<file path="config.mk">
export PLATFORM = sky130hd
export DESIGN_NAME = mii_mac_pin_interface
export DESIGN_NICKNAME = d
export VERILOG_FILES = /design/src/hdl/mii_mac_pkg.sv /design/src/hdl/mgmt_if.sv /design/src/hdl/sync2.sv /design/src/hdl/mgmt_engine.sv /design/src/hdl/mii_mac_pin_interface.sv
export SDC_FILE = /design/constraint.sdc
export NUM_CORES = 1
export LEC_CHECK = 0
export BUFFER_PORTS_ARGS = -buffer_cell sky130_fd_sc_hd__buf_2
export CAP_MARGIN = 20
export CORE_UTILIZATION = 55
export DETAILED_ROUTE_END_ITERATION = 8
export GPL_ROUTABILITY_DRIVEN = 0
export PLACE_DENSITY = 0.74
export SLEW_MARGIN = 40
export SYNTH_ARGS = -nofsm -noshare
export SYNTH_HDL_FRONTEND = slang
export SYNTH_SLANG_ARGS = --single-unit
</file>
<file path="constraint.sdc">
create_clock -name mclk -period 3.45 [get_ports mclk]
set_clock_uncertainty 0.2 [all_clocks]
set_input_delay 0 -clock mclk [delete_from_list [all_inputs] [get_ports mclk]]
set_output_delay 0 -clock mclk [all_outputs]
set_load 0.02 [all_outputs]
</file>
<file path="src/hdl/mii_mac_pkg.sv">
package mii_mac_pkg;
   localparam int CLK_PERIOD_NS = 5;
   // shortest legal management clock period
   localparam int MDC_PERIOD_NS = 400;
   localparam int MDC_HALF_INT = (MDC_PERIOD_NS + 2 * CLK_PERIOD_NS - 1) / (2 * CLK_PERIOD_NS);
   localparam logic [7:0] MDC_HALF = 8'(MDC_HALF_INT);

   localparam logic [7:0] OFF_CTRL = 8'h00;
   localparam logic [7:0] OFF_TX_DATA = 8'h04;
   localparam logic [7:0] OFF_RX_DATA = 8'h08;
   localparam logic [7:0] OFF_MGMT = 8'h0c;
   localparam logic [7:0] OFF_STATUS = 8'h10;
   localparam logic [7:0] OFF_MASK = 8'h14;
   localparam logic [7:0] OFF_LINE = 8'h18;

   localparam int CTRL_FDX = 0;
   localparam int CTRL_SER = 1;
   localparam logic [1:0] CTRL_RESET = 2'h0;
   localparam int TXD_LAST = 4;
   localparam int TXD_ERR = 5;
   localparam int RXD_VALID = 4;
   localparam int RXD_FERR = 5;
   localparam int MG_RA_LSB = 16;
   localparam int MG_PA_LSB = 21;
   localparam int MG_OP_LSB = 26;
   localparam int MG_BUSY = 31;

   localparam int EV_TX_DONE = 0;
   localparam int EV_RX_NIB = 1;
   localparam int EV_RX_END = 2;
   localparam int EV_RX_ERR = 3;
   localparam int EV_COLL = 4;
   localparam int EV_UNDER = 5;
   localparam int EV_MG_DONE = 6;
   localparam int EV_RX_OVER = 7;
   localparam int EV_COUNT = 8;

   localparam logic [5:0] MF_LAST = 6'h3f;
   localparam logic [5:0] MF_TA_IDX = 6'h2e;
   localparam logic [5:0] MF_DATA_IDX = 6'h30;
   localparam logic [31:0] MF_PREAMBLE = 32'hffffffff;
   localparam logic [1:0] MF_START = 2'h1;
   localparam logic [1:0] OP_WRITE = 2'h1;
   localparam logic [1:0] OP_READ = 2'h2;
   localparam logic [1:0] TA_WRITE = 2'h2;

   typedef enum logic [1:0] {M_IDLE = 2'b01, M_RUN = 2'b10} mgmt_state_t;
   typedef enum logic [2:0] {T_IDLE = 3'b001, T_SEND = 3'b010, T_DRAIN = 3'b100} tx_state_t;
endpackage

</file>
<file path="src/hdl/mgmt_if.sv">
interface mgmt_if;
   logic start;
   logic [1:0] op;
   logic [4:0] phy_addr;
   logic [4:0] reg_addr;
   logic [15:0] wdata;
   logic [15:0] rdata;
   logic din;
   logic busy;
   logic done;
   logic mdc;
   logic dout;
   logic doe;
   modport engine(input start, op, phy_addr, reg_addr, wdata, din, output rdata, busy, done, mdc, dout, doe);
   modport ctrl(output start, op, phy_addr, reg_addr, wdata, din, input rdata, busy, done, mdc, dout, doe);
endinterface

</file>
<file path="src/hdl/sync2.sv">
module sync2 #(
   parameter int W = 1
) (
   input wire logic mclk,
   input wire logic rst,
   input wire logic [W-1:0] d,
   output logic [W-1:0] q
);
   logic [W-1:0] meta_reg;

   always_ff @(posedge mclk) begin
      if (rst) begin
         meta_reg <= '0;
         q <= '0;
      end else begin
         meta_reg <= d;
         q <= meta_reg;
      end
   end
endmodule

</file>
<file path="src/hdl/mgmt_engine.sv">
module mgmt_engine
   import mii_mac_pkg::*;
(
   input wire logic mclk,
   input wire logic rst,
   mgmt_if.engine m
);
   mgmt_state_t state_reg;
   logic [7:0] half_reg;
   logic [5:0] idx_reg;
   logic [63:0] sh_reg;
   logic rd_reg;
   logic half_end;
   logic rise;
   logic fall;

   assign half_end = (state_reg == M_RUN) && (half_reg == MDC_HALF - 8'h01);
   assign rise = half_end && !m.mdc;
   assign fall = half_end && m.mdc;
   assign m.busy = (state_reg == M_RUN);

   // clock generation and bit count
   always_ff @(posedge mclk) begin
      if (rst) begin
         state_reg <= M_IDLE;
         half_reg <= 8'h00;
         idx_reg <= 6'h00;
         m.mdc <= 1'b0;
         m.done <= 1'b0;
      end else begin
         m.done <= 1'b0;
         case (state_reg)
            M_IDLE: begin
               m.mdc <= 1'b0;
               if (m.start) begin
                  state_reg <= M_RUN;
                  half_reg <= 8'h00;
                  idx_reg <= 6'h00;
               end
            end
            M_RUN: begin
               half_reg <= half_end ? 8'h00 : half_reg + 8'h01;
               if (rise) begin
                  m.mdc <= 1'b1;
               end else if (fall) begin
                  m.mdc <= 1'b0;
                  idx_reg <= idx_reg + 6'h01;
                  if (idx_reg == MF_LAST) begin
                     state_reg <= M_IDLE;
                     m.done <= 1'b1;
                  end
               end
            end
            default: state_reg <= M_IDLE;
         endcase
      end
   end

   // shift out on falling edge, release for read turnaround, sample before rising edge
   always_ff @(posedge mclk) begin
      if (rst) begin
         sh_reg <= 64'h0;
         rd_reg <= 1'b0;
         m.dout <= 1'b0;
         m.doe <= 1'b0;
         m.rdata <= 16'h0000;
      end else if (state_reg == M_IDLE) begin
         m.doe <= 1'b0;
         m.dout <= 1'b0;
         if (m.start) begin
            sh_reg <= {MF_PREAMBLE, MF_START, m.op, m.phy_addr, m.reg_addr,
                       (m.op == OP_READ) ? 2'h0 : TA_WRITE, m.wdata};
            rd_reg <= (m.op == OP_READ);
            m.dout <= 1'b1;
            m.doe <= 1'b1;
         end
      end else if (fall) begin
         sh_reg <= {sh_reg[62:0], 1'b0};
         m.dout <= (idx_reg == MF_LAST) ? 1'b0 : sh_reg[62];
         m.doe <= (idx_reg != MF_LAST) && !(rd_reg && (idx_reg + 6'h01 >= MF_TA_IDX));
      end else if (rise && rd_reg && (idx_reg >= MF_DATA_IDX)) begin
         m.rdata <= {m.rdata[14:0], m.din};
      end
   end
endmodule

</file>
<file path="src/hdl/mii_mac_pin_interface.sv">
// Operation
// (RULE1) management line carries bits on management clock
// (RULE2) management pin undriven after reset until transfer
// (RULE3) seven-wire mode leaves management line unused
// (RULE4) device drives management clock for every bit
// (RULE5) transmit outputs timed by phy transmit clock
// (RULE6) enable rises with first preamble nibble
// (RULE7) enable falls before edge after last nibble
// (RULE8) transmit data valid only with enable
// (RULE9) collision ignored in full duplex
// (RULE10) receive inputs timed by phy receive clock
// (RULE11) phy holds receive valid across whole frame
// (RULE12) receive data accepted only while valid
// (RULE13) carrier sense marks medium busy
// (RULE14) transmit error with enable corrupts symbols
// (RULE15) phy ignores transmit error at ten megabit
// (RULE16) receive error with valid marks frame errored
// (RULE17) management frame follows clause 22 layout
// (RULE18) transmit on rising, receive sampled rising; receive here is sampled on the falling edge and committed on the rising edge
//
// The placing of the registers and register access over AHB-Lite were left to the implementer.
module mii_mac_pin_interface
   import mii_mac_pkg::*;
(
   input wire logic mclk,
   input wire logic rst,
   input wire logic hsel,
   input wire logic [31:0] haddr,
   input wire logic [1:0] htrans,
   input wire logic hwrite,
   input wire logic [2:0] hsize,
   input wire logic [31:0] hwdata,
   input wire logic hready,
   output logic hreadyout,
   output logic hresp,
   output logic [31:0] hrdata,
   output logic irq,
   input wire logic mgmt_data_line_in,
   output logic mgmt_data_line_out,
   output logic mgmt_data_line_oe,
   output logic mgmt_clock_out,
   input wire logic tx_nibble_clock,
   output logic tx_frame_valid,
   output logic tx_data_bit0,
   output logic [2:0] tx_data_upper_bits,
   output logic tx_error_out,
   input wire logic collision_detect_in,
   input wire logic rx_nibble_clock,
   input wire logic rx_frame_valid,
   input wire logic rx_data_bit0,
   input wire logic [2:0] rx_data_upper_bits,
   input wire logic carrier_sense_in,
   input wire logic rx_error_in
);
   mgmt_if mg ();

   logic [10:0] pin_s;
   logic tx_clk_s;
   logic rx_clk_s;
   logic rx_dv_s;
   logic rx_er_s;
   logic [3:0] rx_d_s;
   logic col_s;
   logic crs_s;
   logic tx_clk_prev_reg;
   logic rx_clk_prev_reg;
   logic tx_rise;
   logic rx_rise;
   logic rx_fall;

   logic [1:0] ctrl_reg;
   logic fdx;
   logic ser;
   logic [EV_COUNT-1:0] status_reg;
   logic [EV_COUNT-1:0] mask_reg;
   logic [EV_COUNT-1:0] ev;
   logic [EV_COUNT-1:0] w1c;

   logic acc;
   logic wr_pend_reg;
   logic [7:0] wr_addr_reg;
   logic we;
   logic rd_rx;
   logic [31:0] rd_mux;

   logic [5:0] hold_reg;
   logic hold_full_reg;
   logic consume;
   tx_state_t tx_state_reg;
   logic [3:0] txd_reg;
   logic defer;
   logic tx_done;
   logic coll_abort;
   logic underrun;

   logic snap_dv_reg;
   logic snap_er_reg;
   logic [3:0] snap_d_reg;
   logic [3:0] rx_nib_reg;
   logic rx_valid_reg;
   logic rx_in_frame_reg;
   logic rx_frame_err_reg;
   logic rx_take;
   logic rx_end;

   logic start_reg;
   logic [1:0] op_reg;
   logic [4:0] pa_reg;
   logic [4:0] ra_reg;
   logic [15:0] wd_reg;

   // (RULE10) pins resynchronised before use
   sync2 #(.W(11)) u_sync (
      .mclk(mclk),
      .rst(rst),
      .d({tx_nibble_clock, rx_nibble_clock, rx_frame_valid, rx_error_in, rx_data_upper_bits, rx_data_bit0,
          collision_detect_in, carrier_sense_in, mgmt_data_line_in}),
      .q(pin_s)
   );
   assign tx_clk_s = pin_s[10];
   assign rx_clk_s = pin_s[9];
   assign rx_dv_s = pin_s[8];
   assign rx_er_s = pin_s[7];
   assign rx_d_s = pin_s[6:3];
   assign col_s = pin_s[2];
   assign crs_s = pin_s[1];
   assign mg.din = pin_s[0];

   always_ff @(posedge mclk) begin
      if (rst) begin
         tx_clk_prev_reg <= 1'b0;
         rx_clk_prev_reg <= 1'b0;
      end else begin
         tx_clk_prev_reg <= tx_clk_s;
         rx_clk_prev_reg <= rx_clk_s;
      end
   end
   // (RULE18) edge detection of phy clocks
   assign tx_rise = tx_clk_s && !tx_clk_prev_reg;
   assign rx_rise = rx_clk_s && !rx_clk_prev_reg;
   assign rx_fall = !rx_clk_s && rx_clk_prev_reg;

   // bus slave: zero wait, always okay
   assign hreadyout = 1'b1;
   assign hresp = 1'b0;
   assign acc = hsel && htrans[1] && hready;
   assign we = wr_pend_reg;
   assign rd_rx = acc && !hwrite && (haddr[7:0] == OFF_RX_DATA);
   assign fdx = ctrl_reg[CTRL_FDX];
   assign ser = ctrl_reg[CTRL_SER];

   always_comb begin
      rd_mux = 32'h0;
      case (haddr[7:0])
         OFF_CTRL: rd_mux[1:0] = ctrl_reg;
         OFF_TX_DATA: rd_mux[5:0] = hold_reg;
         OFF_RX_DATA: rd_mux[5:0] = {rx_frame_err_reg, rx_valid_reg, rx_nib_reg};
         OFF_MGMT: rd_mux = {mg.busy || start_reg, 15'h0000, mg.rdata};
         OFF_STATUS: rd_mux[EV_COUNT-1:0] = status_reg;
         OFF_MASK: rd_mux[EV_COUNT-1:0] = mask_reg;
         OFF_LINE: rd_mux[4:0] = {mg.busy, tx_frame_valid, hold_full_reg, col_s, crs_s};
         default: rd_mux = 32'h0;
      endcase
   end

   always_ff @(posedge mclk) begin
      if (rst) begin
         wr_pend_reg <= 1'b0;
         wr_addr_reg <= 8'h00;
         hrdata <= 32'h0;
      end else begin
         wr_pend_reg <= acc && hwrite;
         if (acc) begin
            wr_addr_reg <= haddr[7:0];
         end
         if (acc && !hwrite) begin
            hrdata <= rd_mux;
         end
      end
   end

   always_ff @(posedge mclk) begin
      if (rst) begin
         ctrl_reg <= CTRL_RESET;
         mask_reg <= '0;
      end else if (we) begin
         if (wr_addr_reg == OFF_CTRL) begin
            ctrl_reg <= hwdata[1:0];
         end
         if (wr_addr_reg == OFF_MASK) begin
            mask_reg <= hwdata[EV_COUNT-1:0];
         end
      end
   end

   // sticky events, set wins over write-one-clear
   assign w1c = (we && wr_addr_reg == OFF_STATUS) ? hwdata[EV_COUNT-1:0] : '0;
   assign ev = {rx_take && rx_valid_reg && !rd_rx, mg.done, underrun, coll_abort,
                rx_end && rx_frame_err_reg, rx_end, rx_take, tx_done};
   always_ff @(posedge mclk) begin
      if (rst) begin
         status_reg <= '0;
         irq <= 1'b0;
      end else begin
         status_reg <= (status_reg & ~w1c) | ev;
         irq <= |(status_reg & mask_reg);
      end
   end

   // management command register
   always_ff @(posedge mclk) begin
      if (rst) begin
         start_reg <= 1'b0;
         op_reg <= 2'h0;
         pa_reg <= 5'h00;
         ra_reg <= 5'h00;
         wd_reg <= 16'h0000;
      end else begin
         start_reg <= 1'b0;
         // (RULE3) no transfers in seven-wire mode
         if (we && wr_addr_reg == OFF_MGMT && !mg.busy && !start_reg && !ser) begin
            start_reg <= 1'b1;
            op_reg <= hwdata[MG_OP_LSB+1:MG_OP_LSB];
            pa_reg <= hwdata[MG_PA_LSB+4:MG_PA_LSB];
            ra_reg <= hwdata[MG_RA_LSB+4:MG_RA_LSB];
            wd_reg <= hwdata[15:0];
         end
      end
   end
   assign mg.start = start_reg;
   assign mg.op = op_reg;
   assign mg.phy_addr = pa_reg;
   assign mg.reg_addr = ra_reg;
   assign mg.wdata = wd_reg;

   // (RULE17) clause 22 frame engine
   mgmt_engine u_mgmt (
      .mclk(mclk),
      .rst(rst),
      .m(mg)
   );
   // (RULE1) bidirectional line from engine
   assign mgmt_data_line_out = mg.dout;
   // (RULE2) enable only during transfers
   assign mgmt_data_line_oe = mg.doe;
   // (RULE4) generated management clock
   assign mgmt_clock_out = mg.mdc;

   // transmit holding register
   always_ff @(posedge mclk) begin
      if (rst) begin
         hold_reg <= 6'h00;
         hold_full_reg <= 1'b0;
      end else if (we && wr_addr_reg == OFF_TX_DATA && (!hold_full_reg || consume)) begin
         hold_reg <= hwdata[5:0];
         hold_full_reg <= 1'b1;
      end else if (consume) begin
         hold_full_reg <= 1'b0;
      end
   end

   // (RULE13) defer start while medium busy, only in half duplex outside seven-wire mode
   assign defer = !fdx && !ser && crs_s;
   // (RULE9) collision only in half duplex
   assign coll_abort = tx_rise && (tx_state_reg == T_SEND) && !fdx && col_s;
   assign underrun = tx_rise && (tx_state_reg == T_SEND) && !coll_abort && !hold_full_reg;
   assign tx_done = tx_rise && (tx_state_reg == T_IDLE) && tx_frame_valid;
   assign consume = tx_rise && hold_full_reg &&
                    ((tx_state_reg == T_IDLE && !tx_frame_valid && !defer) ||
                     (tx_state_reg == T_SEND && !coll_abort) || tx_state_reg == T_DRAIN);

   // (RULE5) outputs change only on transmit clock edges
   always_ff @(posedge mclk) begin
      if (rst) begin
         tx_state_reg <= T_IDLE;
         tx_frame_valid <= 1'b0;
         txd_reg <= 4'h0;
         tx_error_out <= 1'b0;
      end else if (tx_rise) begin
         case (tx_state_reg)
            T_IDLE, T_SEND: begin
               if (consume) begin
                  // (RULE6) enable with first nibble
                  tx_frame_valid <= 1'b1;
                  txd_reg <= ser ? {3'h0, hold_reg[0]} : hold_reg[3:0];
                  // (RULE14) error only alongside enable
                  tx_error_out <= hold_reg[TXD_ERR] && !ser;
                  tx_state_reg <= hold_reg[TXD_LAST] ? T_IDLE : T_SEND;
               end else begin
                  // (RULE7) drop enable at next edge
                  tx_frame_valid <= 1'b0;
                  txd_reg <= 4'h0;
                  tx_error_out <= 1'b0;
                  tx_state_reg <= (tx_state_reg == T_SEND) ? T_DRAIN : T_IDLE;
               end
            end
            T_DRAIN: begin
               tx_frame_valid <= 1'b0;
               txd_reg <= 4'h0;
               tx_error_out <= 1'b0;
               if (consume && hold_reg[TXD_LAST]) begin
                  tx_state_reg <= T_IDLE;
               end
            end
            default: tx_state_reg <= T_IDLE;
         endcase
      end
   end
   // (RULE8) data zero outside enable
   assign tx_data_bit0 = txd_reg[0];
   assign tx_data_upper_bits = txd_reg[3:1];

   // (RULE18) snapshot mid-cycle, commit on rising edge
   always_ff @(posedge mclk) begin
      if (rst) begin
         snap_dv_reg <= 1'b0;
         snap_er_reg <= 1'b0;
         snap_d_reg <= 4'h0;
      end else if (rx_fall) begin
         snap_dv_reg <= rx_dv_s;
         snap_er_reg <= rx_er_s;
         snap_d_reg <= rx_d_s;
      end
   end

   // (RULE12) accept only with valid
   assign rx_take = rx_rise && snap_dv_reg;
   // (RULE11) valid falling closes frame
   assign rx_end = rx_rise && !snap_dv_reg && rx_in_frame_reg;

   always_ff @(posedge mclk) begin
      if (rst) begin
         rx_nib_reg <= 4'h0;
         rx_valid_reg <= 1'b0;
         rx_in_frame_reg <= 1'b0;
         rx_frame_err_reg <= 1'b0;
      end else begin
         if (rx_take) begin
            rx_nib_reg <= ser ? {3'h0, snap_d_reg[0]} : snap_d_reg;
            rx_valid_reg <= 1'b1;
            rx_in_frame_reg <= 1'b1;
            // (RULE16) error counts only with valid
            rx_frame_err_reg <= (rx_in_frame_reg && rx_frame_err_reg) || (snap_er_reg && !ser);
         end else if (rd_rx) begin
            rx_valid_reg <= 1'b0;
         end
         if (rx_end) begin
            rx_in_frame_reg <= 1'b0;
         end
      end
   end
endmodule

</file>
Word-level counts from Yosys, hierarchy flattened
Index checks and enable logic that the tools add are counted.
{ "word_totals": {"register_bits": 242, "inputBits": 85, "out_inout_bits": 44, "wordCells": 214} }
{ "op_classes": {"addsub": 2, "order_cmp": 2, "eq_ne": 25, "muxes": 50, "bitwise_logic": 7, "n_reduce_logical": 89} }
{ "op_table": {"columns": ["cell", "count"], "rows": [
  ["$mux W63", 3],
  ["$logic_and A1 B1 Y1", 46],
  ["$eq A8 B5 Y1 const B", 5],
  ["$eq A8 B4 Y1 const B", 3],
  ["$mux W24", 1],
  ["$mux W8", 3],
  ["$mux W6", 3],
  ["$pmux W3 S6", 1],
  ["$and A8 B8 Y8", 2],
  ["$eq A8 B3 Y1 const B", 2],
  ["$logic_not A1 Y1", 16],
  ["$logic_not A8 Y1", 2],
  ["$mux W1", 16],
  ["$pmux W8 S2", 1],
  ["$reduce_and A2 Y1", 8],
  ["$pmux W2 S7", 1],
  ["$ge A6 B6 Y1 const B", 2],
  ["$mux W2", 6],
  ["$mux W4", 3],
  ["$pmux W6 S2", 1],
  ["$reduce_bool A2 Y1", 5],
  ["$mux W3", 3],
  ["$add A8 B1 Y8 const B", 1],
  ["$eq A8 B6 Y1 const B", 1],
  ["other kinds (26)", 40]
]} }

Longest topological paths before layout
{ "depth": {"word_depth": 13, "mapped_depth": 10, "mapped_depth_nobuf": 7} }

Modules after synthesis
From an unflattened synthesis, not the netlist that was laid out.
{ "unflattened": {"cells_unflattened": 1030, "hier_area_um2": 9480.3} }
{ "modules_own_cells": {"columns": ["mod", "instances", "cells_per_inst", "area_per_inst_um2", "seq_area_each_um2"], "rows": [
  ["mii_mac_pin_interface", 1, 488, 4599.4, 2102.0],
  ["mgmt_engine", 1, 496, 4240.3, 2001.9],
  ["sync2", 1, 46, 640.6, 440.4]
]} }

Worst setup path before layout
OpenSTA, ideal clock, no wires.
{ "synth_timing": {"path_type": "reg-to-reg", "start": "register u_mgmt.state_reg[0]", "end": "register u_mgmt.m.rdata[10]", "arrival_time_ps": 1744, "required_ps": 3122, "setup_slack_ps": 1379, "path_stages_with_launch": 10, "n_path_buf": 2, "synth_period_minus_slack_ps": 2071, "path_cell_list": "dfxtp_1 > inv_1 > ha_1 > and4b_1 > nand2_2 > or3_1 > buf_6 > buf_6 > mux2i_1 > nor2_1"} }
{ "synth_via": {"elab_chain_cells": 6, "elab_cells_between_ends": 10, "cone_classes": "2 x eq/ne; 2 x bitwise; 6 x reduce/logical"} }
{ "synth_lines": {"columns": ["item", "line", "source"], "rows": [
  ["start: declaration", "mgmt_engine.sv:8", "mgmt_state_t state_reg;"],
  ["start signal: assignment", "mgmt_engine.sv:25", "state_reg <= M_IDLE;"],
  ["start signal: assignment", "mgmt_engine.sv:36", "state_reg <= M_RUN;"],
  ["start signal: assignment", "mgmt_engine.sv:49", "state_reg <= M_IDLE;"],
  ["$eq A2 B2 Y1", "mgmt_engine.sv:17", "assign half_end = (state_reg == M_RUN) && (half_reg == MDC_HALF - 8'h01);"],
  ["$logic_and A1 B1 Y1", "mgmt_engine.sv:17", null],
  ["$logic_and A1 B1 Y1", "mgmt_engine.sv:18", "assign rise = half_end && !m.mdc;"],
  ["$logic_and A1 B1 Y1 (2 in a row)", "mgmt_engine.sv:81", "end else if (rise && rd_reg && (idx_reg >= MF_DATA_IDX)) begin"],
  ["$reduce_and A3 Y1 (no line) *", null, null],
  ["end signal: assignment", "mgmt_engine.sv:82", "m.rdata <= {m.rdata[14:0], m.din};"],
  ["end: declaration", "mgmt_if.sv:14", "modport engine(input start, op, phy_addr, reg_addr, wdata, din, output rdata, busy, done, mdc, dout, doe);"]
]} }
Every way passes the cells marked *; elsewhere a longest branch is shown, timed or not.
A chain may end at the register's enable or synchronous reset.

Final worst setup path
{ "layout_timing": {"start": "register wr_addr_reg[5]", "end": "register pa_reg[2], in the netlist mg.phy_addr[2]"} }
{ "layout_via": {"elab_chain_cells": 5} }
{ "layout_lines": {"columns": ["item", "line", "source"], "rows": [
  ["start: declaration", "mii_mac_pin_interface.sv:81", "logic [7:0] wr_addr_reg;"],
  ["start signal: assignment", "mii_mac_pin_interface.sv:174", "wr_addr_reg <= haddr[7:0];"],
  ["$eq A8 B4 Y1", "mii_mac_pin_interface.sv:221", "if (we && wr_addr_reg == OFF_MGMT && !mg.busy && !start_reg && !ser) begin"],
  ["$logic_and A1 B1 Y1 (4 in a row)", "mii_mac_pin_interface.sv:221", null],
  ["end signal: assignment", "mii_mac_pin_interface.sv:224", "pa_reg <= hwdata[MG_PA_LSB+4:MG_PA_LSB];"],
  ["end: declaration", "mii_mac_pin_interface.sv:108", "logic [4:0] pa_reg;"]
]} }
No other way between the ends.

==> results.cfg <==
[clock_tree]
cts_htree_levels = 1
cts-hold-fix-buffers = 79
clock-sinks = 227
cts_setup_buffers = 0
numCtsBuffers = 24
cts.root.buffer_cell = clkbuf_16
clock_tree.buffer_depth = 3
cts-resized-gates = 0
cts_tree = built
cts.reportedPaths.clkPinSlew_ns = 0.06
clock_latency_ns = 0.51

[place]
io_buffer_count = 79
post-place-cells = 1264
hpwlAfterDp_um = 12800

[layout]
n_fill_cell = 1319
layout_common_cells = dfxtp_1, nor2_1, mux2i_1
fraction_of_final_layout_cells_sized_beyond_drive_strength_1 = 0.138
area_used_by_multi_input_combinational_logic_mm2 = 0.00447
synthToLayoutAreaGrowth_pct = 21.2
regArea_mm2 = 0.00454
largest_register_ffs = 63
final_nets = 1239
final_common_cell = dfxtp_1
number_of_diodes = 0
instances_no_fill = 1385

[detailed_routing]
drt-total-wl_um = 21600
vias = 7801
remaining_drc_errors = 0
initialDrtViolationCount = 815
post_drt_via_cell_ratio = 5.63
route.antenna.remaining_nets = 0
drt_pre_antenna_iters = 6
wl_per_cell_um = 15.6

[synthesis]
syn_area_mm2 = 0.00945
async_reset_ff_frac = 0
post_synth_and_or_nand_nor_area_fraction = 0.216
gate_count_post_synth = 1030
post_synthesis_xor_xnor_area_fraction = 0.00278
synth-seq-cells = 227
dominant_combinational_cell_family_by_area_after_synthesis = simple AND/OR/NAND/NOR gates
yosys-mux-area-fraction = 0.113
synth.yosys.warnings = 0
synth_compound_gate_area_share = 0.126
netlist-cell-type-count = 64
synthesis.area_per_instance_um2 = 9.17
synth_flop_cell = dfxtp_1
synth.yosys.seq_area_share = 0.481
synth-edff-count = 0
post_synth_fa_ha_maj_area_fraction = 0.00662

[critical_path]
worst_path_max_delay_cell = dlygate4sd3_1
crit_type = reg -> reg
worst_setup_path_startpoint = wr_addr_reg[5]
worst_r2r_startpoint = wr_addr_reg[5]
worst-path-buf-inv = 2
cp_peak_stage_delay_ns = 0.59
path_cells = nor3_1 > and3b_1 > nand4_1 > buf_4 > mux2i_1 > nor2_1 > dlygate4sd3_1
endpoint_kind_of_the_worst_setup_timing_path = register
data_required_time_of_the_critical_path_ns = 3.63
timing.critical_path.from_type = register
arrival_ns = 2.88
path_delay_family = simple AND/OR/NAND/NOR gates
path_max_fanout = 29

[global_route]
first_global_vias = 7285
global_route.overflow_total = 0
grt_max_degree = 128
gr-usage-all-layers = 0.246
grt_pass1_wl_um = 36100
initial_antenna_violation_count = 0

[sta]
max_freq_mhz = 371
report.final.setup_viol = 0
slew-limit-headroom = 0.452
fin_hold_ws_ns = 0.0553
post-route-min-period_ns = 2.69
maxSlewViolCount = 0
totalNegativeSetupSlack_ns = 0
worstMarginPinSlew_ns = 0.821
fin_crit_sh = 0.780
setup_repair_after_global_routing_missed_its_margin = false
timing.final.hold_violations = 0

[outcome]
run_status = finished, final reports clean

[power]
post-layout-total-power_mw = 5.95
leakagePower_nw = 4.80
power-per-cell-area_mw_per_mm2 = 520
vdd_ir_drop_max_v = 0.000425

[hold_path]
timing.hold.worst.class = in -> reg
timing.hold.worst.start = hwdata[10]

[flow_run]
maxCapViolations = 0

[floorplanning]
placement_rows = 47
io-pin-count = 129
initial_core_util = 0.566
fp.coreArea_mm2 = 0.0167
die_area_mm2 = 0.0177
floorplan.die.height_um = 133
die_x_um = 133
-- worst min-delay path, delay by kind of cell --
family	cells	cell delay (ns)
mux	1	0.05
simple gates	1	0.07
buf+inv	2	0.61
-- through the flow --
step | utilization | setup slack, ns | instance area [um^2]
after detailed placement | 0.588 | 0.872 | 9810
after floorplan | - | 1.38 | 9500
final | 0.685 | 0.758 | 11400
after CTS | 0.685 | 0.823 | 11400
after global routing | 0.685 | 0.626 | 11400
after global placement | 0.588 | 0.885 | 9810
-- final cells by class --
type	instances	area share
timing repair buffer	167	0.111
inverter	13	0.00426
clock inverter	5	0.00875
multi-input combinational	716	0.391
tap	220	0.0241
sequential	227	0.397
clock buffer	37	0.0638
-- logic make-up after synthesis --
family | count (synthesis)
XOR/XNOR | 3
multiplexers | 105
AO/OA/AOI/OAI | 162
other | 2
flip-flops | 227
adder cells (fa/ha/maj) | 5
buffers and inverters | 102
AND/OR/NAND/NOR | 424
-- routing by layer --
layer | routed length, um | vias up | GRT usage
li1 | - | 3812 | -
met1 | 9460 | 3727 | 0.320
met2 | 10600 | 206 | 0.419
met3 | 1020 | 56 | 0.0395
met4 | 574 | 0 | 0.0760
met5 | 0 | - | 0
-- synth_stat cells, types with 4 or more instances --
cell type	instances	share of area
a21o_1	4	0.0032
a22o_1	6	0.0056
a22oi_1	22	0.017
nor4_1	4	0.0026
a311oi_1	5	0.0046
nand2b_1	20	0.013
mux2_2	4	0.0048
nand2_1	58	0.023
a21oi_1	43	0.023
dfxtp_1	227	0.48
o22ai_1	4	0.0026
inv_1	13	0.0052
a211oi_1	14	0.011
nor3_1	75	0.040
clkbuf_1	49	0.019
nand3_1	18	0.0095
nor3b_1	5	0.0040
buf_2	14	0.0074
o21ai_0	19	0.010
nor4b_1	5	0.0046
nor2_1	171	0.068
and3_1	6	0.0040
or3_1	4	0.0026
nand4_1	7	0.0046
nor2b_1	29	0.019
buf_6	4	0.0048
ha_1	5	0.0066
buf_4	20	0.016
a211oi_2	20	0.026
mux2i_1	100	0.11
a41oi_1	4	0.0037
-- power breakdown --
part | switching [mW] | internal, mW
combinational | 0.333 | 0.252
clock | 1.02 | 1.67
sequential | 0.0184 | 2.65
-- path summary, 6_finish.rpt --
kind | end | slack [ns] | cells past startpoint
worst min register to register | u_sync.q[0] | 0.23 | 1
worst max-delay path | mg.phy_addr[2] | 0.76 | 7
worst max register to register | mg.phy_addr[2] | 0.76 | 7
worst min-delay path | mg.wdata[10] | 0.06 | 4
Note: power is estimated with default switching activity, not from simulation.
